[config.mk]
export PLATFORM = sky130hd
export DESIGN_NAME = timer_master_trigger_select
export DESIGN_NICKNAME = d
export VERILOG_FILES = /design/src/timer_mts_pkg.sv /design/src/sync2.sv /design/src/timer_master_trigger_select.sv
export SDC_FILE = /design/constraint.sdc
export NUM_CORES = 1
export LEC_CHECK = 0
export ABC_AREA = 1
export BUFFER_PORTS_ARGS = -buffer_cell sky130_fd_sc_hd__buf_2
export CAP_MARGIN = 25
export CORE_UTILIZATION = 40
export DETAILED_ROUTE_END_ITERATION = 8
export PLACE_DENSITY = 0.66
export SLEW_MARGIN = 20
export SYNTH_ARGS = -nofsm -noshare
export SYNTH_HDL_FRONTEND = slang
export SYNTH_SLANG_ARGS = --single-unit
[constraint.sdc]
create_clock -name i_clk -period 1.05 [get_ports i_clk]
set_input_delay 0.1575 -clock i_clk [delete_from_list [all_inputs] [get_ports i_clk]]
set_output_delay 0.1575 -clock i_clk [all_outputs]
set_load 0.02 [all_outputs]
[src/timer_mts_pkg.sv]
// constants, field layouts and carrier types of the master trigger select
// assumes a 16-bit register port with byte addresses on eight bits
package timer_mts_pkg;

	localparam int ADDR_W = 8;
	localparam int DATA_W = 16;
	localparam int NCHAN = 4;

	// register offsets
	localparam logic [7:0] OFF_CTRL_ONE = 8'h00;
	localparam logic [7:0] OFF_CTRL_TWO = 8'h04;
	localparam logic [7:0] OFF_SLAVE_CFG = 8'h08;
	localparam logic [7:0] OFF_IRQ_MASK = 8'h0C;
	localparam logic [7:0] OFF_IRQ_STAT = 8'h10;
	localparam logic [7:0] OFF_EVENT_GEN = 8'h14;

	// first control register fields
	localparam int RUN_BIT_POS = 0;
	localparam int BLOCK_BIT_POS = 1;
	// event generation register field
	localparam int FORCE_UPD_POS = 0;
	// slave configuration fields
	localparam int GATED_POS = 0;
	localparam int SYNC_POS = 1;
	// second control register fields
	localparam int TI1_SEL_POS = 7;
	localparam int MODE_LSB = 4;
	localparam int DMA_SEL_POS = 3;
	// interrupt status fields
	localparam int IRQ_UPD_POS = 0;
	localparam int IRQ_TRIG_POS = 1;
	localparam int IRQ_DMA_POS = 2;
	localparam int IRQ_W = 3;

	// reset values
	localparam logic [DATA_W-1:0] CTRL_TWO_RST = 16'h0000;
	localparam logic [IRQ_W-1:0] IRQ_RST = 3'h0;

	// selections of the trigger output
	typedef enum logic [2:0] {
		MODE_RESET = 3'h0,
		MODE_ENABLE = 3'h1,
		MODE_UPDATE = 3'h2,
		MODE_CAPCMP = 3'h3,
		MODE_CMP1 = 3'h4,
		MODE_CMP2 = 3'h5,
		MODE_CMP3 = 3'h6,
		MODE_CMP4 = 3'h7
	} master_mode_t;

	// second control register layout
	typedef struct packed {
		logic [7:0] rsv_hi;
		logic ti1_sel;
		master_mode_t master_trigger_select;
		logic chan_dma_source_sel;
		logic [2:0] rsv_lo;
	} ctrl_two_t;

	// per-channel signals from the channel logic
	typedef struct packed {
		logic [NCHAN-1:0] channel_capture_compare;
		logic [NCHAN-1:0] compare_ref;
	} chan_sig_t;

endpackage

[src/sync2.sv]
// two flip-flop synchroniser for one level
// assumes the input comes from another clock domain or a pin
`timescale 1ns/1ps
module sync2 (
	input wire logic i_clk,
	input wire logic i_arst_n,
	input wire logic i_d,
	output logic o_q
);

	logic meta_q;

	// first stage feeds only the second
	always_ff @(posedge i_clk or negedge i_arst_n) begin
		if (!i_arst_n) begin
			meta_q <= 1'b0;
			o_q <= 1'b0;
		end else begin
			meta_q <= i_d;
			o_q <= meta_q;
		end
	end

endmodule // sync2

[src/timer_master_trigger_select.sv]
// master trigger output select and channel dma request source of a timer
// assumes counter core and channel logic run on i_clk; trigger input
// arrives from another timer or a pin and is synchronised here
//
// How it works
// mode 000: writing the force update bit gives one trigger pulse
// mode 001: trigger output follows the counter run signal
// counter run signal is run bit OR trigger input in gated mode
// gated trigger reaches the output one cycle late unless sync mode
// mode 010: each update event appears on the trigger output
// mode 011: a rise of the OR of all channel capture or compare signals gives a positive pulse
// modes 100 and 101: output follows channel 1 or 2 compare reference
// modes 110 and 111: output follows channel 3 or 4 compare reference
// dma source select 0: channel dma request on channel event
// dma source select 1: all channel dma requests on update event
// software keeps reserved bits 2 to 0 at reset value
// update block stops update events; force update still reinitialises
// pulses of modes 000 and 011 last one clock cycle
`timescale 1ns/1ps
module timer_master_trigger_select (
	input wire logic i_clk,
	input wire logic i_arst_n,
	input wire logic [timer_mts_pkg::ADDR_W-1:0] i_addr,
	input wire logic [timer_mts_pkg::DATA_W-1:0] i_wdata,
	input wire logic i_wr,
	input wire logic i_rd,
	output logic [timer_mts_pkg::DATA_W-1:0] o_rdata,
	input wire logic i_trig_in,
	input wire logic i_counter_wrap,
	input wire timer_mts_pkg::chan_sig_t i_chan,
	output logic o_master_trigger_out,
	output logic o_counter_run_signal,
	output logic o_update_event,
	output logic o_counter_reinit,
	output logic [timer_mts_pkg::NCHAN-1:0] o_cc_dma_req,
	output logic o_irq
);
	import timer_mts_pkg::*;

	ctrl_two_t ctrl_two_q;
	logic counter_run_bit_q;
	logic update_block_bit_q;
	logic gated_q;
	logic sync_mode_q;
	logic [IRQ_W-1:0] irq_mask_q;
	logic [IRQ_W-1:0] irq_stat_q;
	logic [IRQ_W-1:0] irq_set;
	logic [DATA_W-1:0] rdata_d;
	logic [DATA_W-1:0] rdata_q;
	logic trig_s;
	logic force_update_bit;
	logic counter_run_signal;
	logic run_dly_q;
	logic enable_src;
	logic upd;
	logic any_cc;
	logic any_cc_q;
	logic cc_pulse;
	logic trig_d;
	logic trig_q;
	logic trig_prev_q;
	logic upd_q;
	logic reinit_q;
	logic run_q;
	logic [NCHAN-1:0] dma_q;
	master_mode_t mode;

	// address match for a given register offset
	function automatic logic hit(input logic [ADDR_W-1:0] a,
			input logic [7:0] off);
		hit = (a == off);
	endfunction

	// trigger input enters the clock domain
	sync2 u_trig_sync (
		.i_clk(i_clk),
		.i_arst_n(i_arst_n),
		.i_d(i_trig_in),
		.o_q(trig_s)
	);

	assign mode = ctrl_two_q.master_trigger_select;

	// first control register: run and update block bits
	always_ff @(posedge i_clk or negedge i_arst_n) begin
		if (!i_arst_n) begin
			counter_run_bit_q <= 1'b0;
			update_block_bit_q <= 1'b0;
		end else if (i_wr && hit(i_addr, OFF_CTRL_ONE)) begin
			counter_run_bit_q <= i_wdata[RUN_BIT_POS];
			update_block_bit_q <= i_wdata[BLOCK_BIT_POS];
		end
	end

	// second control register, reserved bits stored as zero
	always_ff @(posedge i_clk or negedge i_arst_n) begin
		if (!i_arst_n) begin
			ctrl_two_q <= ctrl_two_t'(CTRL_TWO_RST);
		end else if (i_wr && hit(i_addr, OFF_CTRL_TWO)) begin
			ctrl_two_q.rsv_hi <= 8'h00;
			ctrl_two_q.ti1_sel <= i_wdata[TI1_SEL_POS];
			ctrl_two_q.master_trigger_select <=
				master_mode_t'(i_wdata[MODE_LSB +: 3]);
			ctrl_two_q.chan_dma_source_sel <= i_wdata[DMA_SEL_POS];
			// reserved low bits ignored
			ctrl_two_q.rsv_lo <= 3'h0;
		end
	end

	// slave configuration: gated mode and master/slave sync
	always_ff @(posedge i_clk or negedge i_arst_n) begin
		if (!i_arst_n) begin
			gated_q <= 1'b0;
			sync_mode_q <= 1'b0;
		end else if (i_wr && hit(i_addr, OFF_SLAVE_CFG)) begin
			gated_q <= i_wdata[GATED_POS];
			sync_mode_q <= i_wdata[SYNC_POS];
		end
	end

	// force update is a write of one to the event generation register
	assign force_update_bit = i_wr && hit(i_addr, OFF_EVENT_GEN) &&
		i_wdata[FORCE_UPD_POS];

	// run signal from run bit or gated trigger
	assign counter_run_signal = counter_run_bit_q | (gated_q & trig_s);

	// delayed copy when the trigger drives the run signal
	always_ff @(posedge i_clk or negedge i_arst_n) begin
		if (!i_arst_n) begin
			run_dly_q <= 1'b0;
		end else begin
			run_dly_q <= counter_run_signal;
		end
	end

	// sync mode takes the undelayed run signal
	assign enable_src = (gated_q && !sync_mode_q) ? run_dly_q :
		counter_run_signal;

	// update event suppressed while blocked
	assign upd = (i_counter_wrap | force_update_bit) & ~update_block_bit_q;

	// capture/compare pulse taken on the rising edge only
	assign any_cc = |i_chan.channel_capture_compare;
	assign cc_pulse = any_cc & ~any_cc_q;

	// source of the trigger output for the selected mode
	always_comb begin
		trig_d = 1'b0;
		case (mode)
			// force update pulse
			MODE_RESET: trig_d = force_update_bit;
			// counter run signal
			MODE_ENABLE: trig_d = enable_src;
			// update event
			MODE_UPDATE: trig_d = upd;
			// capture or compare pulse
			MODE_CAPCMP: trig_d = cc_pulse;
			// channel 1 and 2 references
			MODE_CMP1: trig_d = i_chan.compare_ref[0];
			MODE_CMP2: trig_d = i_chan.compare_ref[1];
			// channel 3 and 4 references
			MODE_CMP3: trig_d = i_chan.compare_ref[2];
			MODE_CMP4: trig_d = i_chan.compare_ref[3];
			default: trig_d = 1'b0;
		endcase
	end

	// trigger output and its edge history
	always_ff @(posedge i_clk or negedge i_arst_n) begin
		if (!i_arst_n) begin
			trig_q <= 1'b0;
			trig_prev_q <= 1'b0;
			any_cc_q <= 1'b0;
		end else begin
			trig_q <= trig_d;
			trig_prev_q <= trig_q;
			any_cc_q <= any_cc;
		end
	end

	// counter reinit on force update even while blocked
	always_ff @(posedge i_clk or negedge i_arst_n) begin
		if (!i_arst_n) begin
			upd_q <= 1'b0;
			reinit_q <= 1'b0;
			run_q <= 1'b0;
		end else begin
			upd_q <= upd;
			reinit_q <= force_update_bit;
			run_q <= counter_run_signal;
		end
	end

	// channel dma request source
	always_ff @(posedge i_clk or negedge i_arst_n) begin
		if (!i_arst_n) begin
			dma_q <= '0;
		end else if (ctrl_two_q.chan_dma_source_sel) begin
			dma_q <= {NCHAN{upd}};
		end else begin
			dma_q <= i_chan.channel_capture_compare;
		end
	end

	// interrupt events: update, trigger rise, any dma request
	assign irq_set[IRQ_UPD_POS] = upd_q;
	assign irq_set[IRQ_TRIG_POS] = trig_q & ~trig_prev_q;
	assign irq_set[IRQ_DMA_POS] = |dma_q;

	// sticky status, write one clears, a new event wins
	always_ff @(posedge i_clk or negedge i_arst_n) begin
		if (!i_arst_n) begin
			irq_stat_q <= IRQ_RST;
		end else if (i_wr && hit(i_addr, OFF_IRQ_STAT)) begin
			irq_stat_q <= (irq_stat_q & ~i_wdata[IRQ_W-1:0]) | irq_set;
		end else begin
			irq_stat_q <= irq_stat_q | irq_set;
		end
	end

	// interrupt mask
	always_ff @(posedge i_clk or negedge i_arst_n) begin
		if (!i_arst_n) begin
			irq_mask_q <= IRQ_RST;
		end else if (i_wr && hit(i_addr, OFF_IRQ_MASK)) begin
			irq_mask_q <= i_wdata[IRQ_W-1:0];
		end
	end

	// read decode, unmapped reads return zero
	always_comb begin
		rdata_d = '0;
		if (hit(i_addr, OFF_CTRL_ONE)) begin
			rdata_d[RUN_BIT_POS] = counter_run_bit_q;
			rdata_d[BLOCK_BIT_POS] = update_block_bit_q;
		end else if (hit(i_addr, OFF_CTRL_TWO)) begin
			rdata_d = DATA_W'(ctrl_two_q);
		end else if (hit(i_addr, OFF_SLAVE_CFG)) begin
			rdata_d[GATED_POS] = gated_q;
			rdata_d[SYNC_POS] = sync_mode_q;
		end else if (hit(i_addr, OFF_IRQ_MASK)) begin
			rdata_d[IRQ_W-1:0] = irq_mask_q;
		end else if (hit(i_addr, OFF_IRQ_STAT)) begin
			rdata_d[IRQ_W-1:0] = irq_stat_q;
		end else begin
			rdata_d = '0;
		end
	end

	// read data stands only in the cycle after the strobe
	always_ff @(posedge i_clk or negedge i_arst_n) begin
		if (!i_arst_n) begin
			rdata_q <= '0;
		end else if (i_rd) begin
			rdata_q <= rdata_d;
		end else begin
			rdata_q <= '0;
		end
	end

	assign o_rdata = rdata_q;
	assign o_master_trigger_out = trig_q;
	assign o_counter_run_signal = run_q;
	assign o_update_event = upd_q;
	assign o_counter_reinit = reinit_q;
	assign o_cc_dma_req = dma_q;
	assign o_irq = |(irq_stat_q & irq_mask_q);
endmodule // timer_master_trigger_select

==> metrics.md, run 1 <==
| Metric | Value |
|---|---|
| Nets | `316` |
| Comb pwr share | `15.1%` |
| Worst Setup End Kind | `primary output` |
| Routed WL per cell | `11.3 µm` |
| Synth top area share | `51.5%` |
| Cell variety after synth | `24` |
| Max Cap Viol | `0` |
| Min Tclk post-route | `1120 ps` |
| Starting Density | `42.2%` |
| Syn Area/Cell | `8.50 µm²` |
| Post-route cell area | `0.00227 mm²` |
| Total Routing Usage GR | `18.7%` |
| Total number of vias | `1495` |
| Number of diodes | `0` |
| First-pass GRT wire length | `6.02 mm` |
| Final Max Slew Viols | `0` |
| Cell Int Power | `0.00204 W` |
| Share of layout cells above drive strength 1 | `36.2%` |
| Largest net degree at the start of global routing | `36` |
| Initial antenna violation count | `0` |
| Post-DRT Antenna Nets | `0` |
| Clock buffer depth | `2` |
| Area contributors post-synth | `dfrtp_1 52%, nand2_1 8.2%, inv_1 6.2%, nor2_1 4.6%, nand3_1 4.4%` |
| Post-synth EDFFs | `0` |
| Switching Power | `0.000736 W` |
| Hold WC Path Type | `in -> reg` |
| Fmax | `897 MHz` |
| CTS tree | `yes` |
| Clock latency on the worst-skew pair | `280 ps` |
| Unrepaired setup endpoints after global routing | `yes` |
| Post-Syn Area | `0.00170 mm²` |
| Most common cell in the netlist | `nand2_1` |
| Dominant synthesized flop cell | `dfrtp_1` |
| DRT iter0 DRCs | `71` |
| Die area | `0.00451 mm²` |
| Crit path setup slack, layout | `-65.1 ps` |
| Post-synth top area cell | `dfrtp_1` |
| Routability cong. | `0.820` |
| Area share of fa/ha/maj cells after synthesis | `0%` |
| # DRC | `0` |
| Failing checks | `negative setup slack` |
| Synth top cells by count | `37 x nand2_1, 35 x dfrtp_1, 28 x inv_1` |
| DIE WIDTH | `67.2 µm` |
| Post-Synth XOR/XNOR Area | `0%` |
| Vias in the first global route | `1407` |
| CTS H-tree lvls | `2` |
| Final Cycle Share | `106%` |
| Worst Path Class, Setup | `reg -> out` |
| Area grow syn2layout | `33.9%` |
| Arr. time, crit path | `960 ps` |
| Place WS | `-133 ps` |
| Fin. Hold Viols | `0` |
| Pwr/cell area | `1220 mW/mm²` |
| Clock share of power | `33.1%` |
| Warning count from the yosys run | `0` |
| Skew final | `3.40 ps` |
| Die span in y | `67.2 µm` |
| Final WL | `3.72 mm` |
| Share of flip-flops with an asynchronous set or reset | `100%` |
| Largest family of logic cells by synthesized area | `simple AND/OR/NAND/NOR gates` |
| Setup-failing EPs final | `1` |
| Vias per cell | `4.54` |
| # IOs | `63` |
| Post-DP Area | `0.00208 mm²` |
| VDD IR max | `0.720 mV` |
| CTS sink count | `35` |
| Leak | `1.25 nW` |
| CTS Root Cell | `clkbuf_8` |
| Mux cell area share after synthesis | `0%` |
| Port Buffers | `46` |
| Post-Synth Simple-Gate Area | `29.7%` |
| Switching Fraction | `26.5%` |
| CTS buffer count | `5` |
| GR Overflow Total | `0` |
| Compound-Gate Fraction of Synth Area | `7.44%` |
| Clock Pin Slew Worst Setup and Hold Paths | `70 ps` |
| Critical Path Source Type | `register` |
| Row Count | `23` |
| 1st-pass router iterations | `4` |
| Sequential fraction of the synthesis area | `51.5%` |
| Core area | `0.00403 mm²` |
| Post-synthesis sequential element count | `35` |
| Syn Inst Count | `200` |
| CP max FO | `2` |
| WP data required | `890 ps` |
| Placed wire-length estimate | `2.80 mm` |
| Status | `finished, violations left` |
| Register share of total power | `51.7%` |
-- logic make-up (layout without fill, tap and decap cells) --
group,Yosys count,in the layout
flip-flops,35,35
AND/OR/NAND/NOR,99,99
AO/OA/AOI/OAI,24,24
buffers and inverters,41,113
other,1,8
-- registers in the layout, summed over array words and instances, names as in the netlist, 2 cells and up --
| register | cells |
|---|---|
| o_rdata | 8 |
| mode | 3 |
| o_cc_dma_req | 4 |
| irq_mask_q | 3 |
| irq_stat_q | 3 |
| ctrl_two_q | 2 |
-- area by class of cell --
| type | instances | area (µm²) |
|---|---|---|
| Multi-Input combinational cell | 131 | 677 |
| Clock inverter | 1 | 5.00 |
| Timing Repair Buffer | 73 | 457 |
| Fill cell | 394 | 1750 |
| Clock buffer | 7 | 76.3 |
| Tap cell | 50 | 62.6 |
| Sequential cell | 35 | 876 |
| Inverter | 32 | 121 |
-- cells in the final DEF (no fill, tap or decap), types with 2 or more instances in the layout --
cell type,count
conb_1,8
nand2_1,36
inv_2,3
dfrtp_1,35
a21oi_1,7
clkbuf_8,5
clkbuf_1,2
buf_2,45
nand4_1,4
inv_1,28
nor2_1,20
o21ai_0,14
buf_4,24
nor2_2,5
nand3_2,3
nand3_1,14
clkinv_2,2
nor2_4,3
dlygate4sd3_1,2
nand2_2,3
nor3_1,6
nand2_4,2
-- through the flow --
stage	instances	total power [W]	util (%)	hold slack (ps)	TNS [ps]
floorplan	207	0.00168	-	-138	0
global placement	310	0.00183	51.7	128	-2030
detailed placement	310	0.00184	51.7	129	-2490
CTS	328	0.00280	55.9	97.4	-73.5
global route	329	0.00293	56.5	124	-286
finish	329	0.00278	56.5	99.6	-65.1
-- what timing repair did --
action | in CTS | in global routing
pin swaps | 2 | 6
setup endpoints to repair | 2 | 4
hold endpoints to repair | 36 | 0
setup buffers | 8 | 2
hold buffers | 2 | 0
resized for setup | 3 | 3
-- power groups by stage --
stage | combinational (W) | clock [W] | sequential, W
after floorplan | 0.000194 | 0 | 0.00148
after global placement | 0.000373 | 0 | 0.00146
after detailed placement | 0.000378 | 0 | 0.00146
after CTS | 0.000413 | 0.000952 | 0.00143
after global routing | 0.000473 | 0.00102 | 0.00144
final | 0.000420 | 0.000921 | 0.00144
-- final timing paths --
| check | start | to | slack [ps] | cells after the start |
|---|---|---|---|---|
| worst max register to register | gated_q$_DFFE_PN0P_ | o_master_trigger_out$_DFF_PN0_ | 0 | 7 |
| worst min-delay path | i_wdata[3] | ctrl_two_q[3]$_DFFE_PN0P_ | 100 | 3 |
| min in group asynchronous | i_arst_n | irq_stat_q[2]$_DFF_PN0_ | 350 | 3 |
| max in group asynchronous | i_arst_n | mode[0]$_DFFE_PN0P_ | 520 | 3 |
| worst min register to register | u_trig_sync.meta_q$_DFF_PN0_ | u_trig_sync.o_q$_DFF_PN0_ | 350 | 0 |
| worst max-delay path | irq_stat_q[2]$_DFF_PN0_ | o_irq | -70 | 3 |
-- critical path, cell delays in order (launching register included) --
cell     delay (ps)
dfrtp_1         380
nand2_1          90
nand3_2          80
buf_6           130
-- per-layer routing --
| layer | up-vias | track usage (%) | share of wire (%) |
|---|---|---|---|
| met5 | - | 0 | 0 |
| met4 | 0 | 6.38 | 1.3 |
| met3 | 6 | 5.57 | 4.5 |
| li1 | 769 | - | - |
| met2 | 40 | 30.9 | 50 |
| met1 | 680 | 23.2 | 44 |
No activity file was read; power rests on OpenSTA's default activity.
==> run 2, diff against run 1 <==
--- a/config.mk
+++ b/config.mk
@@ -5,7 +5,7 @@
 export SDC_FILE = /design/constraint.sdc
 export NUM_CORES = 1
 export LEC_CHECK = 0
-export ABC_AREA = 1
+export ABC_AREA = 0
 export BUFFER_PORTS_ARGS = -buffer_cell sky130_fd_sc_hd__buf_2
 export CAP_MARGIN = 25
 export CORE_UTILIZATION = 40
==> metrics.md, run 2 <==
| Metric | Value |
|---|---|
| Vias per cell | `5.11` |
| # IOs | `63` |
| Max Cap Viol | `0` |
| Warning count from the yosys run | `0` |
| Clock buffer depth | `2` |
| GR Overflow Total | `0` |
| Largest net degree at the start of global routing | `36` |
| Hold WS | `98.5 ps` |
| Nets | `270` |
| Routed WL per cell | `14.5 µm` |
| Critical Path Source Type | `input port` |
| Share of flip-flops with an asynchronous set or reset | `100%` |
| Min Tclk post-route | `1420 ps` |
| Number of diodes | `0` |
| Commonest non-fill, non-tap cell in the layout | `buf_2` |
| Compound-Gate Fraction of Synth Area | `9.08%` |
| WP data required | `1230 ps` |
| Most frequent cells in the layout | `43 x buf_2, 34 x dfrtp_1, 33 x buf_4` |
| Syn Area/Cell | `11.3 µm²` |
| Arr. time, crit path | `1590 ps` |
| Skew final | `5.49 ps` |
| CTS buffer count | `5` |
| Starting Density | `42.7%` |
| Synth top cells by count | `35 x dfrtp_1, 13 x nand2_1, 12 x mux2_2` |
| Flop-to-flop setup slack | `-110 ps` |
| # DRC | `0` |
| Hold WC Path Type | `in -> reg` |
| Post-Synth XOR/XNOR Area | `0%` |
| DRT iter0 DRCs | `57` |
| Area contributors post-synth | `dfrtp_1 54%, mux2_2 8.4%, buf_4 3.7%, nand3_1 3.4%, nand2_1 3.0%` |
| Core area | `0.00377 mm²` |
| Final Power | `0.00314 W` |
| Sequential fraction of the synthesis area | `54.3%` |
| Post-Synth Simple-Gate Area | `20.0%` |
| Cell variety after synth | `36` |
| VDD IR max | `0.996 mV` |
| Status | `finished, violations left` |
| Post-synth EDFFs | `0` |
| CTS tree | `yes` |
| Port Buffers | `46` |
| Post-Syn Area | `0.00161 mm²` |
| Clock latency on the worst-skew pair | `290 ps` |
| Worst Path Class, Setup | `in -> reg` |
| Clock Pin Slew Worst Setup and Hold Paths | `70 ps` |
| Final Max Slew Viols | `0` |
| CTS H-tree lvls | `2` |
| Total Routing Usage GR | `20.7%` |
| Crit path setup slack, layout | `-365 ps` |
| Row Count | `22` |
| Share of layout cells above drive strength 1 | `56.7%` |
| Worst Setup End Kind | `register` |
| Routability cong. | `0.875` |
| First-pass GRT wire length | `6.52 mm` |
| Most common cell in the netlist | `dfrtp_1` |
| Fin. Hold Viols | `0` |
| Max FFs per register | `8` |
| Leak | `1.24 nW` |
| Area grow syn2layout | `52.9%` |
| Placed wire-length estimate | `2.97 mm` |
| Post-synthesis sequential element count | `35` |
| Pwr/cell area | `1280 mW/mm²` |
| Total number of vias | `1437` |
| CTS sink count | `35` |
| Final WL | `4.08 mm` |
| Die span in y | `65.5 µm` |
| Largest family of logic cells by synthesized area | `simple AND/OR/NAND/NOR gates` |
| Syn Inst Count | `143` |
| CTS Root Cell | `clkbuf_8` |
| Place WS | `-736 ps` |
| Failing checks | `negative setup slack` |
| Initial antenna violation count | `0` |
| Fmax | `707 MHz` |
| Unrepaired setup endpoints after global routing | `yes` |
| Vias in the first global route | `1421` |
| 1st-pass router iterations | `4` |
| Final Cycle Share | `135%` |
| Setup-failing EPs final | `23` |
| Post-synth top area cell | `dfrtp_1` |
| CP max FO | `4` |
| DIE WIDTH | `65.5 µm` |
| Synth top area share | `54.3%` |
| Mux cell area share after synthesis | `9.01%` |
| Die area | `0.00429 mm²` |
| Area share of fa/ha/maj cells after synthesis | `0%` |
| Dominant synthesized flop cell | `dfrtp_1` |
| Post-DRT Antenna Nets | `0` |
run 2: changes by cell type after synthesis, moves of 4 or more:
cell / change
o21ai_0: -8
nor2_2: -4
nor2_1: -17
o21a_1: +4
nand2_1: -24
inv_1: -23
nor3_1: -6
mux2_2: +12
and2_1: +6
a21oi_1: -4
nand3_1: -4
nand2b_1: +4
run 2: cell type report:
cell class / count / area (µm²)
repair buffers: 88 / 608
clock buffers: 6 / 82.6
fillers: 284 / 1310
clock inverters: 2 / 35.0
well taps: 48 / 60.1
multi-input cells: 97 / 782
flip-flops and latches: 35 / 877
inverters: 5 / 18.8
run 2: repair_timing:
action                                  4_1_cts  5_1_grt
pin swaps                                    11       15
hold buffers                                  2        0
setup buffers                                 5        3
hold endpoints to repair                     36        0
gates resized for setup                      18       14
endpoints found under the setup margin       27       29
run 2: worst max-delay path, stage by stage:
cell     delay, ps
buf_6           90
or4_4          530
nor3_4         210
nand4_1        250
mux2_2         350
run 2: kinds of logic after synthesis:
kind of cell | count (synthesis)
compound gates | 22
other cells | 1
flops | 35
simple gates | 54
buf+inv | 18
mux | 13
run 2: metal layers:
layer / track usage [%] / wire (µm) / vias to the layer above
li1: - / - / 667
met4: 6.52 / 50 / 0
met5: 0 / 0 / -
met1: 23.3 / 1660 / 722
met2: 37.5 / 2180 / 41
met3: 5.90 / 189 / 7
run 2: where the power goes:
part	leakage, nW	switching [W]	internal, W	total [W]
clock	0.0612	0.000490	0.000768	0.00126
sequential	0.448	0.0000397	0.00139	0.00143
combinational	0.728	0.000229	0.000224	0.000453
total	1.24	0.000758	0.00239	0.00314
run 2: metrics by stage:
| step | setup TNS [ps] | cell area [µm²] | cells | utilization, % |
|---|---|---|---|---|
| after floorplan | -7290 | 1700 | 150 | - |
| after global placement | -13420 | 2140 | 265 | 56.9 |
| after detailed placement | -14890 | 2140 | 265 | 56.9 |
| after CTS | -5600 | 2400 | 279 | 63.5 |
| after global routing | -6780 | 2460 | 281 | 65.3 |
| final | -5850 | 2460 | 281 | 65.3 |
run 2: final timing paths:
kind                       cells past startpoint                             end                    startpoint
setup / recovery                               5       irq_mask_q[2]$_DFFE_PN0P_                     i_addr[0]
hold / removal                                 2             mode[1]$_DFFE_PN0P_                    i_wdata[5]
setup reg to reg                               4  o_master_trigger_out$_DFF_PN0_           gated_q$_DFFE_PN0P_
hold reg to reg                                0       u_trig_sync.o_q$_DFF_PN0_  u_trig_sync.meta_q$_DFF_PN0_
max in group asynchronous                      3             mode[1]$_DFFE_PN0P_                      i_arst_n
min in group asynchronous                      3   counter_run_bit_q$_DFFE_PN0P_                      i_arst_n
==> run 3, diff against run 2 <==
--- a/config.mk
+++ b/config.mk
@@ -10,7 +10,8 @@
 export CAP_MARGIN = 25
 export CORE_UTILIZATION = 40
 export DETAILED_ROUTE_END_ITERATION = 8
-export PLACE_DENSITY = 0.66
+export HOLD_SLACK_MARGIN = 0.1
+export PLACE_DENSITY = 0.79
 export SLEW_MARGIN = 20
 export SYNTH_ARGS = -nofsm -noshare
 export SYNTH_HDL_FRONTEND = slang
==> metrics.md, run 3 (synthesis results as in run 2) <==
| Metric | Value |
|---|---|
| Pwr/cell area | `1170 mW/mm²` |
| VDD IR max | `0.780 mV` |
| WP data required | `890 ps` |
| Status | `finished, violations left` |
| Hold WS | `92.3 ps` |
| Starting Density | `42.7%` |
| Hold WC Path Type | `in -> reg` |
| Critical Path Source Type | `register` |
| Final Cycle Share | `133%` |
| Clock buffer depth | `2` |
| Final WL | `3.92 mm` |
| Total number of vias | `1428` |
| # hold bufs at CTS | `4` |
| Die span in y | `65.5 µm` |
| R2R cell count | `4` |
| Number of diodes | `0` |
| Worst Path Class, Setup | `reg -> out` |
| Initial antenna violation count | `0` |
| Skew final | `11.3 ps` |
| CTS H-tree lvls | `2` |
| Fmax | `714 MHz` |
| Row Count | `22` |
| Port Buffers | `46` |
| Min Tclk post-route | `1400 ps` |
| Share of layout cells above drive strength 1 | `52.9%` |
| DRT iter0 DRCs | `81` |
| Post-route cell area | `0.00244 mm²` |
| Worst Setup End Kind | `primary output` |
| Fin. Hold Viols | `0` |
| Final TNS setup | `-6090 ps` |
| Area grow syn2layout | `51.5%` |
| Max Cap Viol | `0` |
| Vias in the first global route | `1479` |
| Post-DRT Antenna Nets | `0` |
| CTS Root Cell | `clkbuf_8` |
| Clock Pin Slew Worst Setup and Hold Paths | `80 ps` |
| Routability cong. | `0.809` |
| Nets | `275` |
| Final Max Slew Viols | `0` |
| Place WS | `-673 ps` |
| Flop-to-flop setup slack | `-140 ps` |
| Commonest non-fill, non-tap cell in the layout | `buf_2` |
| 1st-pass router iterations | `4` |
| Clock latency on the worst-skew pair | `290 ps` |
| Core area | `0.00377 mm²` |
| Worst hold stages | `2` |
| Largest net degree at the start of global routing | `36` |
| Die area | `0.00429 mm²` |
| CTS sink count | `35` |
| # IOs | `63` |
| Post-DP Area | `0.00217 mm²` |
| Post-Route Utilization | `64.7%` |
| CTS tree | `yes` |
| First-pass GRT wire length | `6.71 mm` |
| Leak | `1.23 nW` |
| Setup-failing EPs final | `24` |
| Unrepaired setup endpoints after global routing | `yes` |
| Arr. time, crit path | `1240 ps` |
| Placed wire-length estimate | `2.84 mm` |
| GR Overflow Total | `0` |
| CTS buffer count | `5` |
| # DRC | `0` |
| Vias per cell | `4.99` |
| CP max FO | `3` |
| DIE WIDTH | `65.5 µm` |
| Failing checks | `negative setup slack` |
| Max FFs per register | `8` |
| Crit path setup slack, layout | `-351 ps` |
| Routed WL per cell | `13.7 µm` |
| Most frequent cells in the layout | `42 x buf_2, 36 x buf_4, 34 x dfrtp_1` |
| Total Routing Usage GR | `21.0%` |
[run 3: cell count changes in the layout (fill, tap and decap cells not counted), sizes merged]
cell         delta
clkinvlp        +1
bufinv          -1
buf             +3
dlygate4sd3     +2
[run 3: path summary, 6_finish.rpt]
check                                        startpoint                        endpoint
min                                           i_chan[7]              any_cc_q$_DFF_PN0_
max reg2reg                         mode[1]$_DFFE_PN0P_  o_master_trigger_out$_DFF_PN0_
max                             irq_stat_q[2]$_DFF_PN0_                           o_irq
max in group asynchronous                      i_arst_n             mode[1]$_DFFE_PN0P_
min reg2reg                u_trig_sync.meta_q$_DFF_PN0_       u_trig_sync.o_q$_DFF_PN0_
min in group asynchronous                      i_arst_n       o_cc_dma_req[2]$_DFF_PN0_
[run 3: worst max-delay path: stages, from the launching register on]
cell,delay (ps)
dfrtp_1,400
a222oi_1,330
inv_1,70
buf_2,160
[run 3: layout make-up]
cell class | instances | area (µm²)
multi-input combinational | 97 | 747
fill | 284 | 1330
clock inverter | 2 | 12.5
timing repair buffer | 93 | 653
inverter | 5 | 18.8
sequential | 35 | 877
tap | 48 | 60.1
clock buffer | 6 | 72.6
[run 3: per-stage QoR]
step           total power (W)  cells
4_1_cts                0.00284    284
2_1_floorplan          0.00165    150
3_5_place_dp           0.00186    268
5_1_grt                0.00298    286
6_report               0.00285    286
3_3_place_gp           0.00185    268
[run 3: repair_timing]
item | 4_1_cts | 5_1_grt
gates resized for setup | 18 | 7
buffers inserted | 5 | 3
cloned | 0 | 0
endpoints found under the setup margin | 27 | 30
hold endpoints to repair | 39 | 1
pin swaps | 13 | 5
[run 3: power breakdown]
part,internal [W],leakage (nW),switching [W],total [W]
registers,0.00139,0.448,0.0000396,0.00143
logic,0.000239,0.741,0.000226,0.000465
clock network,0.000463,0.0412,0.000487,0.000950
total,0.00210,1.23,0.000753,0.00285
[run 3: routing by layer]
| metal | up-vias | part of all wire, % | track usage, % |
|---|---|---|---|
| li1 | 678 | - | - |
| met1 | 675 | 45 | 26.1 |
| met2 | 64 | 48 | 35.1 |
| met3 | 11 | 5.0 | 5.03 |
| met4 | 0 | 1.9 | 8.15 |
| met5 | - | 0 | 0 |
